`src/design/droop_pkg.sv`:
```
// Package with register map, field positions and reset values of the droop detector block
`default_nettype none
package droop_pkg;
    // ----------------------------------------
    // Register offsets
    // ----------------------------------------
    localparam logic [1:0] OFF_RESET_CAUSE   = 2'h0;
    localparam logic [1:0] OFF_MODE_CONTROL  = 2'h1;
    localparam logic [1:0] OFF_LEVEL_SELECT  = 2'h2;
    localparam logic [1:0] OFF_DETECT_STATUS = 2'h3;
    // ----------------------------------------
    // Field positions
    // ----------------------------------------
    localparam int ENABLE_BIT     = 7;
    localparam int RESET_MODE_BIT = 1;
    localparam int FLAG_MODE_BIT  = 0;
    localparam int CAUSE_DROOP    = 0;
    localparam int CAUSE_OTHER    = 1;
    // ----------------------------------------
    // Reset values and masks
    // ----------------------------------------
    localparam logic [7:0] MODE_RESET_VAL  = 8'h00;
    localparam logic [7:0] LEVEL_RESET_VAL = 8'h00;
    localparam logic [7:0] CAUSE_CLEAR_VAL = 8'h00;
    localparam logic [7:0] MODE_WR_MASK    = 8'h83;
    localparam logic [7:0] LEVEL_WR_MASK   = 8'h0f;
    localparam logic [7:0] LEVEL_UNDEF_VAL = 8'h0f;
endpackage : droop_pkg
`default_nettype wire

```
`src/design/droop_detect_ctrl.sv`:
```
// Supply droop detector control and reset cause flags
//
// Chosen here: strobed register access and the placing of the registers.
`default_nettype none
// How it works
// Software reads the reset cause flags only as a whole byte.
// A power-on-clear reset sets every reset cause flag to zero.
// A byte write of zero to the mode register stops detection.
// Clearing the enable bit alone also stops detection.
// Software writes zero to bits 2 to 6 of the mode register.
// Software writes zero to bits 4 to 7 of the level select register.
// Writing the level select register while running leaves it undefined.
// Software stops the detector before changing the level select register.
// In reset mode no internal reset is raised while the supply is above the level.
// The detector's own internal reset never resets the detector registers.
// Writes take effect on the next clock edge and reads have no side effects.
module droop_detect_ctrl
    import droop_pkg::*;
(
    // Clock and resets
    input  wire logic       mclk_in,
    input  wire logic       rst_in,
    input  wire logic       poc_reset_in,
    input  wire logic       other_reset_in,
    // Comparator
    input  wire logic       supply_low_in,
    // Register port
    input  wire logic [1:0] addr_in,
    input  wire logic [7:0] wdata_in,
    input  wire logic       wr_in,
    input  wire logic       rd_in,
    output logic      [7:0] rdata_out,
    // Detector outputs
    output logic            droop_reset_out,
    output logic            droop_flag_out,
    output logic            detect_run_out,
    output logic      [3:0] level_sel_out
);
    // ----------------------------------------
    // Address match, shared by write and read decode
    // ----------------------------------------
    function automatic logic addr_hit(input logic [1:0] addr, input logic [1:0] off);
        return addr == off;
    endfunction : addr_hit

    // ----------------------------------------
    // Decode
    // ----------------------------------------
    logic [7:0] mode_reg;
    logic [7:0] cause_reg;
    logic [7:0] rdata_reg;
    logic       reset_reg;
    logic       flag_reg;
    logic [7:0] level_w;
    logic       run_reg;
    logic [3:0] lvl_reg;

    wire wr_mode  = wr_in && addr_hit(addr_in, OFF_MODE_CONTROL);
    wire wr_level = wr_in && addr_hit(addr_in, OFF_LEVEL_SELECT);
    wire running  = mode_reg[ENABLE_BIT];
    // A zero byte clears enable too, which stops detection
    wire [7:0] mode_next = wdata_in & MODE_WR_MASK; // see R3
    wire droop_hit  = running && supply_low_in;
    wire reset_next = droop_hit && mode_reg[RESET_MODE_BIT];
    wire flag_next  = droop_hit && !mode_reg[RESET_MODE_BIT];

    // ----------------------------------------
    // Mode register: only rst_in, not own droop reset
    // ----------------------------------------
    always_ff @(posedge mclk_in or posedge rst_in)
    begin
        if (rst_in)
            mode_reg <= MODE_RESET_VAL;
        else if (wr_mode)
            mode_reg <= mode_next;
    end

    droop_level_reg droop_level_reg_inst (
        .mclk_in    (mclk_in),
        .rst_in     (rst_in),
        .wr_in      (wr_level),
        .wdata_in   (wdata_in),
        .running_in (running),
        .level_out  (level_w)
    );

    // ----------------------------------------
    // Reset cause flags: power-on-clear wipes them
    // ----------------------------------------
    // Clear beats a same-cycle set, the power-on-clear being a reset itself
    always_ff @(posedge mclk_in or posedge rst_in)
    begin
        if (rst_in)
            cause_reg <= CAUSE_CLEAR_VAL;
        else if (poc_reset_in)
            cause_reg <= CAUSE_CLEAR_VAL;
        else
        begin
            if (reset_reg)
                cause_reg[CAUSE_DROOP] <= 1'b1;
            if (other_reset_in)
                cause_reg[CAUSE_OTHER] <= 1'b1;
        end
    end

    // ----------------------------------------
    // Detector outputs
    // ----------------------------------------
    always_ff @(posedge mclk_in or posedge rst_in)
    begin
        if (rst_in)
        begin
            reset_reg <= 1'b0;
            flag_reg  <= 1'b0;
        end
        else
        begin
            reset_reg <= reset_next;
            flag_reg  <= flag_next;
        end
    end

    // ----------------------------------------
    // Read port, side-effect free, whole bytes
    // ----------------------------------------
    wire [7:0] rd_mux = addr_hit(addr_in, OFF_RESET_CAUSE)  ? cause_reg :
                        addr_hit(addr_in, OFF_MODE_CONTROL) ? mode_reg  :
                        addr_hit(addr_in, OFF_LEVEL_SELECT) ? level_w   :
                        {7'h00, reset_reg | flag_reg};

    // Idle read data is zero so a stale byte never looks fresh

    always_ff @(posedge mclk_in or posedge rst_in)
    begin
        if (rst_in)
            rdata_reg <= 8'h00;
        else if (rd_in)
            rdata_reg <= rd_mux; // see R1
        else
            rdata_reg <= 8'h00;
    end

    // ----------------------------------------
    // Output copies, on the same edge as the registers they mirror
    // ----------------------------------------
    wire       run_next = wr_mode ? mode_next[ENABLE_BIT] : running;
    wire [3:0] lvl_next = wr_level ? (running ? LEVEL_UNDEF_VAL[3:0] : wdata_in[3:0])
                                   : level_w[3:0];

    always_ff @(posedge mclk_in or posedge rst_in)
    begin
        if (rst_in)
            run_reg <= 1'b0;
        else
            run_reg <= run_next; // see R3
    end

    always_ff @(posedge mclk_in or posedge rst_in)
    begin
        if (rst_in)
            lvl_reg <= 4'h0;
        else
            lvl_reg <= lvl_next;
    end

    assign rdata_out       = rdata_reg;
    assign droop_reset_out = reset_reg;
    assign droop_flag_out  = flag_reg;
    assign detect_run_out  = run_reg;
    assign level_sel_out   = lvl_reg;

    // ----------------------------------------
    // Checks
    // ----------------------------------------
    chk_poc_clears_flags: assert property (@(posedge mclk_in) disable iff (rst_in)
        poc_reset_in |=> (cause_reg == 8'h00))
        else $error("cause flags not cleared by power-on-clear");
    chk_zero_write_stops: assert property (@(posedge mclk_in) disable iff (rst_in)
        (wr_mode && wdata_in == 8'h00) |=> !running ##1 !reset_reg && !flag_reg)
        else $error("zero mode write did not stop detector");
    chk_enable_clear_stops: assert property (@(posedge mclk_in) disable iff (rst_in)
        (wr_mode && !wdata_in[ENABLE_BIT]) |=> !detect_run_out)
        else $error("enable clear did not stop detector");
    chk_no_reset_above: assert property (@(posedge mclk_in) disable iff (rst_in)
        !supply_low_in |=> !droop_reset_out)
        else $error("droop reset raised with supply above level");
    chk_own_reset_keeps: assert property (@(posedge mclk_in) disable iff (rst_in)
        (reset_reg && !wr_mode) |=> $stable(mode_reg))
        else $error("droop reset disturbed mode register");
    chk_read_one_cycle: assert property (@(posedge mclk_in) disable iff (rst_in)
        (rd_in && addr_in == OFF_MODE_CONTROL && !wr_in) |=> (rdata_out == $past(mode_reg)))
        else $error("read data wrong in cycle after strobe");
    chk_write_next_edge: assert property (@(posedge mclk_in) disable iff (rst_in)
        wr_mode |=> (mode_reg == $past(wdata_in & MODE_WR_MASK)))
        else $error("mode write not taken on next edge");

    // ----------------------------------------
    // Checks on outputs, the read port and register writes
    // ----------------------------------------
    chk_flag_mode_quiet: assert property (@(posedge mclk_in) disable iff (rst_in)
        !mode_reg[RESET_MODE_BIT] |=> !droop_reset_out)
        else $error("droop reset raised in flag mode");
    chk_stopped_no_output: assert property (@(posedge mclk_in) disable iff (rst_in)
        !running |=> (!droop_reset_out && !droop_flag_out))
        else $error("detector output raised while stopped");
    chk_run_mirror: assert property (@(posedge mclk_in) disable iff (rst_in)
        detect_run_out == running)
        else $error("run output differs from enable bit");
    chk_level_out_mirror: assert property (@(posedge mclk_in) disable iff (rst_in)
        level_sel_out == level_w[3:0])
        else $error("level output differs from level register");
    chk_read_cause_byte: assert property (@(posedge mclk_in) disable iff (rst_in)
        (rd_in && addr_in == OFF_RESET_CAUSE) |=> (rdata_out == $past(cause_reg)))
        else $error("cause read did not return the whole byte");
    chk_read_no_effect: assert property (@(posedge mclk_in) disable iff (rst_in)
        (rd_in && !wr_in && !poc_reset_in && !other_reset_in && !reset_reg)
            |=> ($stable(cause_reg) && $stable(mode_reg) && $stable(level_w)))
        else $error("read disturbed a register");
    chk_rdata_idle_zero: assert property (@(posedge mclk_in) disable iff (rst_in)
        !rd_in |=> (rdata_out == 8'h00))
        else $error("read data not zero outside a read");
    chk_level_stopped_write: assert property (@(posedge mclk_in) disable iff (rst_in)
        (wr_level && !running) |=> (level_w == $past(wdata_in & LEVEL_WR_MASK)))
        else $error("level write while stopped not taken");
    chk_status_write_ignored: assert property (@(posedge mclk_in) disable iff (rst_in)
        (wr_in && addr_in == OFF_DETECT_STATUS) |=> ($stable(mode_reg) && $stable(level_w)))
        else $error("write to status index changed a register");
endmodule : droop_detect_ctrl
`default_nettype wire

```
`src/design/droop_level_reg.sv`:
```
// Detection level select register with running-write corruption
`default_nettype none
module droop_level_reg
    import droop_pkg::*;
(
    // Clock and reset
    input  wire logic       mclk_in,
    input  wire logic       rst_in,
    // Write port
    input  wire logic       wr_in,
    input  wire logic [7:0] wdata_in,
    input  wire logic       running_in,
    // Level out
    output logic      [7:0] level_out
);
    // ----------------------------------------
    // Storage
    // ----------------------------------------
    logic [7:0] level_reg;
    wire  [7:0] level_next = running_in ? LEVEL_UNDEF_VAL : (wdata_in & LEVEL_WR_MASK);

    always_ff @(posedge mclk_in or posedge rst_in)
    begin
        if (rst_in)
            level_reg <= LEVEL_RESET_VAL;
        else if (wr_in)
            level_reg <= level_next; // see R7
    end

    assign level_out = level_reg;

    chk_level_running_write: assert property (@(posedge mclk_in) disable iff (rst_in)
        (wr_in && running_in) |=> (level_reg == LEVEL_UNDEF_VAL))
        else $error("level write while running not corrupted");
endmodule : droop_level_reg
`default_nettype wire

```
`config.mk`:
```
export PLATFORM = sky130hd
export DESIGN_NAME = droop_detect_ctrl
export DESIGN_NICKNAME = d
export VERILOG_FILES = /design/src/design/droop_pkg.sv /design/src/design/droop_detect_ctrl.sv /design/src/design/droop_level_reg.sv
export SDC_FILE = /design/constraint.sdc
export NUM_CORES = 1
export LEC_CHECK = 0
export BUFFER_PORTS_ARGS = -buffer_cell sky130_fd_sc_hd__buf_2
export CORE_ASPECT_RATIO = 0.75
export CORE_UTILIZATION = 41
export DETAILED_ROUTE_END_ITERATION = 8
export PLACE_DENSITY = 0.72
export SYNTH_ARGS = -nofsm -noshare
export SYNTH_HDL_FRONTEND = slang
export SYNTH_SLANG_ARGS = --single-unit
```
`constraint.sdc`:
```
create_clock -name mclk_in -period 1.1 [get_ports mclk_in]
set_clock_uncertainty 0.2 [all_clocks]
set_input_delay 0.055 -clock mclk_in [delete_from_list [all_inputs] [get_ports mclk_in]]
set_output_delay 0.055 -clock mclk_in [all_outputs]
set_load 0.02 [all_outputs]
```
Yosys cells after proc, flatten, opt, wreduce, memory -nomap -nowiden --
Cells that the tools add are included.
Cells by class: equality and inequality tests 2, bitwise logic cells 1, muxes and demuxes 11, reduce and logical (&&, ||, !) cells 9
Operators by type and width (count):
- 8-bit 2-to-1 mux | 4
- 4-bit 2-to-1 mux | 3
- 1-bit logical AND | 5
- 2-bit nonzero test | 2
- 1-bit 2-to-1 mux | 3
- 2-bit by 1-bit equality test with 1-bit output (second input constant) | 1
- 2-bit equality test (second input constant) | 1
- 2-bit logical NOT | 1
- 2-bit 2-to-1 mux | 1
- 1-bit logical NOT | 1
- 1-bit OR | 1
Word-level totals: logic and storage cells 32, output and inout bits 15, bits of input ports 17, bits in registers 28

Longest topological paths before layout --
Gate-level depths: netlist (run 1).
depth after elaboration 5, mapped depth 4, mapped depth without buffers 3

By module --
A second synthesis (run 1) with hierarchy kept.
Unflattened totals: cells, all modules 83, area, all modules 982.2 um^2
Modules (own cells, without submodules):
- droop_detect_ctrl | sequential area each 500.5 um^2, instances 1, cells each 68, area an instance 797.0 um^2
- droop_level_reg | sequential area each 100.1 um^2, instances 1, cells each 15, area an instance 185.2 um^2

Worst setup path before layout (run 1) --
OpenSTA, ideal clock, no wires.
path kind reg2reg, start point register flag_reg, in the netlist droop_flag_out, end point register rdata_reg[0], in the netlist rdata_out[0], data arrival time 0.732 ns, path buffers 0, required time 0.768 ns, slack 0.036 ns, library setup time 0.132 ns, clock period less this slack 1.064 ns, cell stages (with the launch flop) 3, cells stage by stage dfrtp_1 -> nor3b_1 -> o32ai_1
On the way: longest elaborated chain between the ends 5
RTL lines:
- start: declaration | RTL line droop_detect_ctrl.sv:53 | logic flag_reg;
- start signal: assignment | RTL line droop_detect_ctrl.sv:119 | flag_reg <= flag_next;
- 1-bit OR | RTL line droop_detect_ctrl.sv:129 | {7'h00, reset_reg | flag_reg};
- 8-bit 2-to-1 mux | RTL line droop_detect_ctrl.sv:128 | addr_hit(addr_in, OFF_LEVEL_SELECT) ? level_w :
- 8-bit 2-to-1 mux | RTL line droop_detect_ctrl.sv:127 | addr_hit(addr_in, OFF_MODE_CONTROL) ? mode_reg :
- 8-bit 2-to-1 mux | RTL line droop_detect_ctrl.sv:126 | wire [7:0] rd_mux = addr_hit(addr_in, OFF_RESET_CAUSE) ? cause_reg :
- 8-bit 2-to-1 mux | RTL line droop_detect_ctrl.sv:137 | else if (rd_in)
- end signal: assignment | RTL line droop_detect_ctrl.sv:138 | rdata_reg <= rd_mux;
- end: declaration | RTL line droop_detect_ctrl.sv:51 | logic [7:0] rdata_reg;
Every way passes these cells. A chain may end at the register's enable or synchronous reset.

Worst setup path in the final report (run 1) --
start point input addr_in[0], end point register rdata_reg[0], in the netlist rdata_out[0]
On the way: longest elaborated chain between the ends 5, elaborated cells on any way between the ends 7, classes of those cells eq/ne: 2; mux: 4; reduce/logical: 1
RTL lines:
- start: declaration | RTL line droop_detect_ctrl.sv:28 | input wire logic [1:0] addr_in,
- 2-bit equality test | RTL line droop_detect_ctrl.sv:43 | return addr == off;
- 8-bit 2-to-1 mux | RTL line droop_detect_ctrl.sv:128
- 8-bit 2-to-1 mux | RTL line droop_detect_ctrl.sv:127
- 8-bit 2-to-1 mux (*) | RTL line droop_detect_ctrl.sv:126
- 8-bit 2-to-1 mux (*) | RTL line droop_detect_ctrl.sv:137
Mark *: on every way between the ends. The rest lies on a longest branch, timed or not.

==> impl_metrics.toml, run 1 <==
[status]
status = "complete, but fails checks"
violations = "hold timing, setup timing"

[finish]
antenna-diode-count = 0
drive_above_1_share = 0.364
largest_register_ffs = 5
fin_area_um2 = 1200
nNetsFinal = 125
area_delta_synth_final_pct = 48.2

[floorplanning]
rows = 13
core_um2 = 1790
start_util = 0.452
die_area_um2 = 2160
die_y_um = 40.5
boundaryPins = 32
die_x_um = 53.3

[sta]
hold_viol = 4
finalMaxSlewViolations = 0
finalCritPeriodShare = 1.10
fin_crit_ns = 1.21
grt_setup_unrepaired = "true"
layout_setup_ws_ns = -0.108
holdWs_ns = -0.0395
max_freq_mhz = 828
setup_viol = 2

[critical_path]
reg2reg_to = "rdata_out[0]$_DFF_PP0_"
reg2reg_from = "droop_flag_out$_DFF_PP0_"
regToRegSetupSlack_ns = -0.06
endpoint_kind = "register"
cp_data_arrival_time_ns = 1.22
worstRegToRegCells = 2
critPathRequiredTime_ns = 1.11
crit_type = "in2reg"
startpoint_type = "input port"
crit_fanout = 5

[grt]
grt_pass1_vias = 545
antenna_found_initial = 0
grt_pass1_wl_um = 2520
grt-ovfl-total = 0
grt.total_usage = 0.179
grt_max_degree = 22

[routing]
ant_nets = 0
avgRoutedWirePerCell_um = 12.7
drt_first_pass_iters = 5
route.detailed.drc = 0
via_count = 632
wl_um = 1640
vias_per_cell = 4.90
drtIter0Drc = 10

[clock_network]
cts_root_buf = "clkbuf_4"
clk_latency_ns = 0.30
cts_hold_buf = 12
clock_sinks = 21
htreeDepth = 1
cts_buffer_depth = 2
clkTransAtPathRegs_ns = 0.11
cts_buffers = 3
cts_setup_buffers = 0
cts_tree = "built"

[flow_run]
max_cap_viol_count = 0

[logic_synthesis]
synthArstFlopShare = 1.00
synthCells = 64
syn-cell-area_um2 = 810
synth_warnings = 0
ys_seq_elements = 21
synth_edf_count = 0
postSynthAreaPerCell_um2 = 12.6
synth_cell_type_count = 19
synthFlopType = "dfrtp_1"
seq_area_frac_synth = 0.649

[placement]
dpl-instance-area_um2 = 970
pre_cts_slack_ns = -0.0150
dp_hpwl_um = 1130
io_buffers = 25
gp_congestion = 0.790

[power]
sw_frac_of_total = 0.285
seqPwrFrac = 0.548
internal_power_mw = 1.25
ir_drop_mv = 1.32
power_density_nw_per_um2 = 1460
p_leak_nw = 0.628
power_switching_mw = 0.498
pwr-share-comb = 0.247
clock_power_share = 0.204

[min_path]
hold_start = "addr_in[0]"
hold_class = "in2reg"
min_to = "mode_reg[0]$_DFFE_PP0P_"
min_path_cells = 3
## layer usage
metal	GRT usage	share of wire	wire length, µm
met5	0	0	0
met3	0.0644	0.077	126
met1	0.212	0.42	696
met4	0.0395	0.016	26
met2	0.316	0.48	790
## cells in the mapped netlist (all sizes together) (2+ instances only)
cell type	count	area (µm²)
dfrtp	21	526
nor2	9	33.8
nand2	5	18.8
buf	4	30.0
o21ai	4	20.0
and3	3	18.8
mux2	3	45.0
a211oi	2	15.0
inv	2	7.51
nand3b	2	27.5
nor2b	2	12.5
## how the worst max path moves through the flow
| stage | to | from | cells past startpoint | slack [ns] |
|---|---|---|---|---|
| final | rdata_out[0]$_DFF_PP0_ | addr_in[0] | 4 | -0.11 |
| after global routing | droop_reset_out | droop_reset_out$_DFF_PP0_ | 2 | -0.16 |
| after CTS | droop_reset_out | droop_reset_out$_DFF_PP0_ | 2 | -0.11 |
| after detailed placement | level_sel_out[1]$_DFF_PP0_ | addr_in[0] | 3 | -0.02 |
| after global placement | rdata_out[1]$_DFF_PP0_ | cause_reg[1]$_DFFE_PP0P_ | 3 | 0.02 |
| after floorplan | rdata_out[0]$_DFF_PP0_ | droop_flag_out$_DFF_PP0_ | 2 | 0.04 |
## power groups by stage
stage / clock, mW / sequential (mW) / combinational, mW
finish: 0.357 / 0.959 / 0.433
global route: 0.409 / 0.971 / 0.470
CTS: 0.370 / 0.946 / 0.376
detailed placement: 0 / 0.958 / 0.331
global placement: 0 / 0.954 / 0.318
floorplan: 0 / 1.02 / 0.141
## cell type report
type	instances	area, µm²
sequential	21	527
multi-input combinational	39	254
fill	145	589
tap	22	27.5
timing repair buffer	41	357
inverter	2	7.51
clock inverter	1	5.00
clock buffer	3	22.5
## metrics by stage
stage                util  instances  power [mW]  setup TNS, ns
global placement    0.542        113        1.27              0
floorplan               -         66        1.16              0
CTS                 0.634        129        1.69         -0.212
detailed placement  0.542        113        1.29        -0.0305
global route        0.671        129        1.85         -0.475
finish              0.671        129        1.75         -0.206
## worst max-delay path, stage by stage
cell	delay (ns)
buf_2	0.12
buf_4	0.15
dlygate4sd3_1	0.59
o32ai_1	0.29
## timing repair
item / in CTS / in global routing
resized for setup: 6 / 23
endpoints found under the hold margin: 42 / 4
pin swaps: 1 / 0
endpoints found under the setup margin: 6 / 18
## layout by cell type, fill, tap and decap left out
master / instances
a211oi_1: 2
and3_1: 3
and4b_2: 1
buf_2: 13
buf_4: 3
buf_6: 13
clkbuf_4: 3
clkinv_2: 1
conb_1: 3
dfrtp_1: 20
dfrtp_2: 1
dlygate4sd3_1: 11
dlymetal6s4s_1: 1
inv_1: 2
mux2_4: 3
mux2i_1: 1
nand2_1: 5
nand2b_1: 1
nand3b_1: 1
nand3b_4: 1
nor2_1: 9
nor2b_1: 2
nor3b_1: 1
o211ai_1: 1
o21ai_0: 2
o21ai_1: 2
o32ai_1: 1
## logic make-up after synthesis
kind of cell / Yosys count / synth area share
other: 1 / 0.00463
buffers and inverters: 6 / 0.0464
multiplexers: 4 / 0.0680
AO/OA/AOI/OAI: 8 / 0.0634
AND/OR/NAND/NOR: 24 / 0.168
flip-flops: 21 / 0.649
Power figures use the tool's default switching activity.
==> run 2: changes to the inputs <==
- CELL_PAD_IN_SITES_DETAIL_PLACEMENT: default -> 0
- CELL_PAD_IN_SITES_GLOBAL_PLACEMENT: default -> 1
- CORE_UTILIZATION: 41 -> 32
- PLACE_DENSITY: 0.72 -> default
- PLACE_DENSITY_LB_ADDON: default -> 0.1
==> impl_metrics.toml, run 2 (synthesis gave the netlist of run 1 again) <==
[power]
power_switching_mw = 0.513
pwr-share-comb = 0.254
clock_power_share = 0.207
power_density_nw_per_um2 = 1410
p_leak_nw = 0.643
ir_drop_mv = 0.724
internal_power_mw = 1.27
power_mw = 1.79
sw_frac_of_total = 0.287
seqPwrFrac = 0.539

[sta]
hold_viol = 6
finalMaxSlewViolations = 0
max_freq_mhz = 834
layout_setup_ws_ns = -0.0997
setup_viol = 3
fin_setup_tns_ns = -0.192
fin_crit_ns = 1.20
finalCritPeriodShare = 1.09
grt_setup_unrepaired = "true"
holdWs_ns = -0.0464

[grt]
met1_usage = 0.189
grt.total_usage = 0.146
grt_pass1_vias = 588
grt_pass1_wl_um = 2730
grt_max_degree = 22
grt_use_met2 = 0.229
antenna_found_initial = 0
grt-ovfl-total = 0
grtUsageMet3 = 0.0540
grt_busiest_layer = "met2"

[routing]
route.detailed.drc = 0
drt_first_pass_iters = 4
via_count = 612
avgRoutedWirePerCell_um = 12.3
vias_per_cell = 4.22
drtIter0Drc = 11
wl_um = 1780
ant_nets = 0

[critical_path]
crit_type = "reg2out"
endpoint_kind = "output pin"
endpoint = "droop_reset_out"
regToRegSetupSlack_ns = -0.03
reg2reg_from = "droop_flag_out$_DFF_PP0_"
cp_data_arrival_time_ns = 0.94
reg2reg_to = "rdata_out[0]$_DFF_PP0_"
critPathRequiredTime_ns = 0.84
cp-startpoint = "droop_reset_out$_DFF_PP0_"
startpoint_type = "register"
crit_fanout = 2
worstRegToRegCells = 2

[placement]
gp_congestion = 0.703
io_buffers = 25
dp_hpwl_um = 1100

[finish]
largest_register_ffs = 5
drive_above_1_share = 0.423
nNetsFinal = 129
layout_common_cells = "20 x dfrtp_1, 13 x buf_2, 13 x buf_6"
area_delta_synth_final_pct = 56.1
final_common_cell = "dfrtp_1"
antenna-diode-count = 0

[flow_run]
max_cap_viol_count = 0

[clock_network]
cts_buffer_depth = 2
cts_root_buf = "clkbuf_4"
clkTransAtPathRegs_ns = 0.11
cts_tree = "built"
htreeDepth = 1
clock_sinks = 21
clk_latency_ns = 0.31
cts_hold_buf = 12
cts_buffers = 3

[min_path]
hold_start = "wr_in"
hold_class = "in2reg"
min_path_cells = 3

[floorplanning]
rows = 15
core_um2 = 2350
die_area_um2 = 2740
die_y_um = 45.6
boundaryPins = 32
die_x_um = 60.1
start_util = 0.345

[status]
status = "complete, but fails checks"
violations = "hold timing, setup timing"
-- run 2: changes by cell type in the layout (fill, tap and decap cells not counted) --
| cell | change |
|---|---|
| clkinv_2 | -1 |
| nor2b_4 | +1 |
| nor2_1 | -2 |
| clkbuf_1 | +1 |
| nor2b_1 | -1 |
| a211oi_2 | +2 |
| a211oi_1 | -2 |
| dlygate4sd3_1 | +1 |
| nor2_2 | +2 |
| dlymetal6s4s_1 | -1 |
| buf_4 | +4 |
-- run 2: area by class of cell --
| cell class | instances | area (µm²) |
|---|---|---|
| Multi-Input combinational cell | 39 | 277 |
| Sequential cell | 21 | 527 |
| Inverter | 2 | 7.51 |
| Fill cell | 208 | 1080 |
| Tap cell | 34 | 42.5 |
| Timing Repair Buffer | 45 | 384 |
| Clock buffer | 4 | 26.3 |
-- run 2: critical path, stage by stage, from the launching register on --
cell     delay (ns)
dfrtp_1        0.40
buf_6          0.12
buf_6          0.12
-- run 2: power by group through the flow --
stage	logic, mW	clock network (mW)	registers [mW]
after CTS	0.399	0.383	0.953
after detailed placement	0.332	0	0.959
after floorplan	0.141	0	1.02
after global routing	0.494	0.418	0.981
final	0.454	0.370	0.964
after global placement	0.328	0	0.957
-- run 2: worst min path at each step --
| stage | to | slack, ns |
|---|---|---|
| 2_1_floorplan | cause_reg[0]$_DFFE_PP0P_ | -0.17 |
| 3_3_place_gp | rdata_out[2]$_DFF_PP0_ | -0.11 |
| 3_5_place_dp | rdata_out[2]$_DFF_PP0_ | -0.1 |
| 4_1_cts | rdata_out[1]$_DFF_PP0_ | -0.08 |
| 5_1_grt | mode_reg[0]$_DFFE_PP0P_ | -0.05 |
| 6_report | mode_reg[0]$_DFFE_PP0P_ | -0.05 |
-- run 2: stage by stage --
step                      instances  setup slack [ns]  area [µm²]   util
after global placement          127           0.00692        1000  0.426
after CTS                       144            -0.118        1180  0.505
after floorplan                  66            0.0360         817      -
after global routing            145            -0.154        1260  0.539
after detailed placement        127           0.00166        1000  0.426
final                           145           -0.0997        1260  0.539
-- run 2: timing repair --
action	in CTS	in global routing
endpoints found under the setup margin	9	23
pin swaps	1	2
endpoints found under the hold margin	42	5
buffers inserted	1	1
gates resized for setup	10	24
-- run 2: metal layers --
metal | share of wire | vias to the layer above | wire length [µm]
met2 | 0.49 | 21 | 879
met5 | 0 | - | 0
met4 | 0.0051 | 0 | 9
met3 | 0.049 | 2 | 87
li1 | - | 301 | -
met1 | 0.45 | 288 | 802
==> run 3: changes to the inputs <==
- CORE_MARGIN: default -> 5
==> impl_metrics.toml, run 3 (synthesis gave the netlist of run 1 again) <==
[sta]
setup_viol = 2
fin_setup_tns_ns = -0.171
hold_viol = 6
grt_setup_unrepaired = "true"
max_freq_mhz = 839
layout_setup_ws_ns = -0.0918
finalMaxSlewViolations = 0
finalCritPeriodShare = 1.08
fin_crit_ns = 1.19
holdWs_ns = -0.0477

[floorplanning]
die_area_um2 = 3650
core_um2 = 2360
rows = 15
die_x_um = 68.1
start_util = 0.342
die_y_um = 53.6
boundaryPins = 32

[grt]
grt_pass1_vias = 591
grt_pass1_wl_um = 2700
grt-ovfl-total = 0
antenna_found_initial = 0
grt_max_degree = 22
grt.total_usage = 0.104

[clock_network]
cts_buffer_depth = 2
cts_root_buf = "clkbuf_4"
clock_sinks = 21
cts_tree = "built"
clk_latency_ns = 0.29
cts_hold_buf = 11
cts_buffers = 3
clkTransAtPathRegs_ns = 0.11
htreeDepth = 1

[power]
ir_drop_mv = 0.808
pwr-share-comb = 0.249
clock_power_share = 0.204
seqPwrFrac = 0.546
power_mw = 1.76
internal_power_mw = 1.26
p_leak_nw = 0.625
sw_frac_of_total = 0.283
power_density_nw_per_um2 = 1430
power_switching_mw = 0.498

[routing]
drt_first_pass_iters = 4
vias_per_cell = 4.27
ant_nets = 0
route.detailed.drc = 0
avgRoutedWirePerCell_um = 12.1
via_count = 606
wl_um = 1720
drtIter0Drc = 14

[min_path]
hold_class = "in2reg"
min_path_cells = 3

[critical_path]
worstRegToRegCells = 2
cp-startpoint = "droop_reset_out$_DFF_PP0_"
reg2reg_from = "droop_flag_out$_DFF_PP0_"
crit_type = "reg2out"
critPathRequiredTime_ns = 0.84
startpoint_type = "register"
endpoint_kind = "output pin"
reg2reg_to = "rdata_out[0]$_DFF_PP0_"
cp_data_arrival_time_ns = 0.94
endpoint = "droop_reset_out"
crit_fanout = 2
regToRegSetupSlack_ns = 0

[finish]
final_common_cell = "dfrtp_1"
utilization = 0.521
layout.cells.non_filler = 142
antenna-diode-count = 0
largest_register_ffs = 5
area_delta_synth_final_pct = 52.1
layout_common_cells = "20 x dfrtp_1, 13 x buf_2, 13 x buf_6"
drive_above_1_share = 0.407
nNetsFinal = 126

[placement]
gp_congestion = 0.694
dp_hpwl_um = 1180
placed_cells = 126
io_buffers = 25

[status]
status = "complete, but fails checks"
violations = "hold timing, setup timing"

[flow_run]
max_cap_viol_count = 0
run 3: cell types whose count changed in the layout (fill, tap and decap cells not counted), sizes merged:
cell	previous run	this run
buf	33	31
dlygate4sd3	12	11
run 3: layout make-up:
cell class / instances / area (µm²)
fill: 232 / 1130
sequential: 21 / 527
timing repair buffer: 42 / 359
multi-input combinational: 39 / 269
tap: 34 / 42.5
clock buffer: 4 / 26.3
inverter: 2 / 7.51
run 3: power by group through the flow:
stage	logic, mW	registers (mW)	clock network (mW)
5_1_grt	0.482	0.977	0.408
3_5_place_dp	0.331	0.958	0
4_1_cts	0.399	0.949	0.379
3_3_place_gp	0.329	0.958	0
6_report	0.439	0.962	0.360
2_1_floorplan	0.141	1.02	0
run 3: worst min path at each step:
| stage | start | to | slack, ns |
|---|---|---|---|
| 5_1_grt | wr_in | mode_reg[0]$_DFFE_PP0P_ | -0.05 |
| 6_report | wr_in | mode_reg[0]$_DFFE_PP0P_ | -0.05 |
| 3_5_place_dp | rst_in | rdata_out[2]$_DFF_PP0_ | -0.1 |
| 4_1_cts | wr_in | mode_reg[0]$_DFFE_PP0P_ | -0.05 |
| 2_1_floorplan | rst_in | cause_reg[0]$_DFFE_PP0P_ | -0.17 |
| 3_3_place_gp | rst_in | rdata_out[2]$_DFF_PP0_ | -0.11 |
run 3: timing repair:
action | CTS | global route
buffers inserted | 1 | 0
gates resized for setup | 11 | 19
endpoints found under the setup margin | 6 | 25
pin swaps | 1 | 0
endpoints found under the hold margin | 42 | 4
run 3: routing by layer:
metal / part of all wire / track usage / vias up
met5: 0 / 0 / -
met4: 0.0058 / 0.0132 / 0
met3: 0.082 / 0.0585 / 2
met2: 0.48 / 0.186 / 22
met1: 0.43 / 0.112 / 284
li1: - / - / 298
run 3: worst max-delay path, stage by stage, from the launching register on:
cell and delay (ns):
dfrtp_1 0.40, buf_6 0.12, buf_6 0.12
run 3: per-stage QoR:
stage / setup WS, ns / cell area (µm²)
5_1_grt: -0.131 / 1230
4_1_cts: -0.111 / 1170
3_3_place_gp: -0.0360 / 992
3_5_place_dp: -0.00112 / 992
6_report: -0.0918 / 1230
2_1_floorplan: 0.0360 / 817
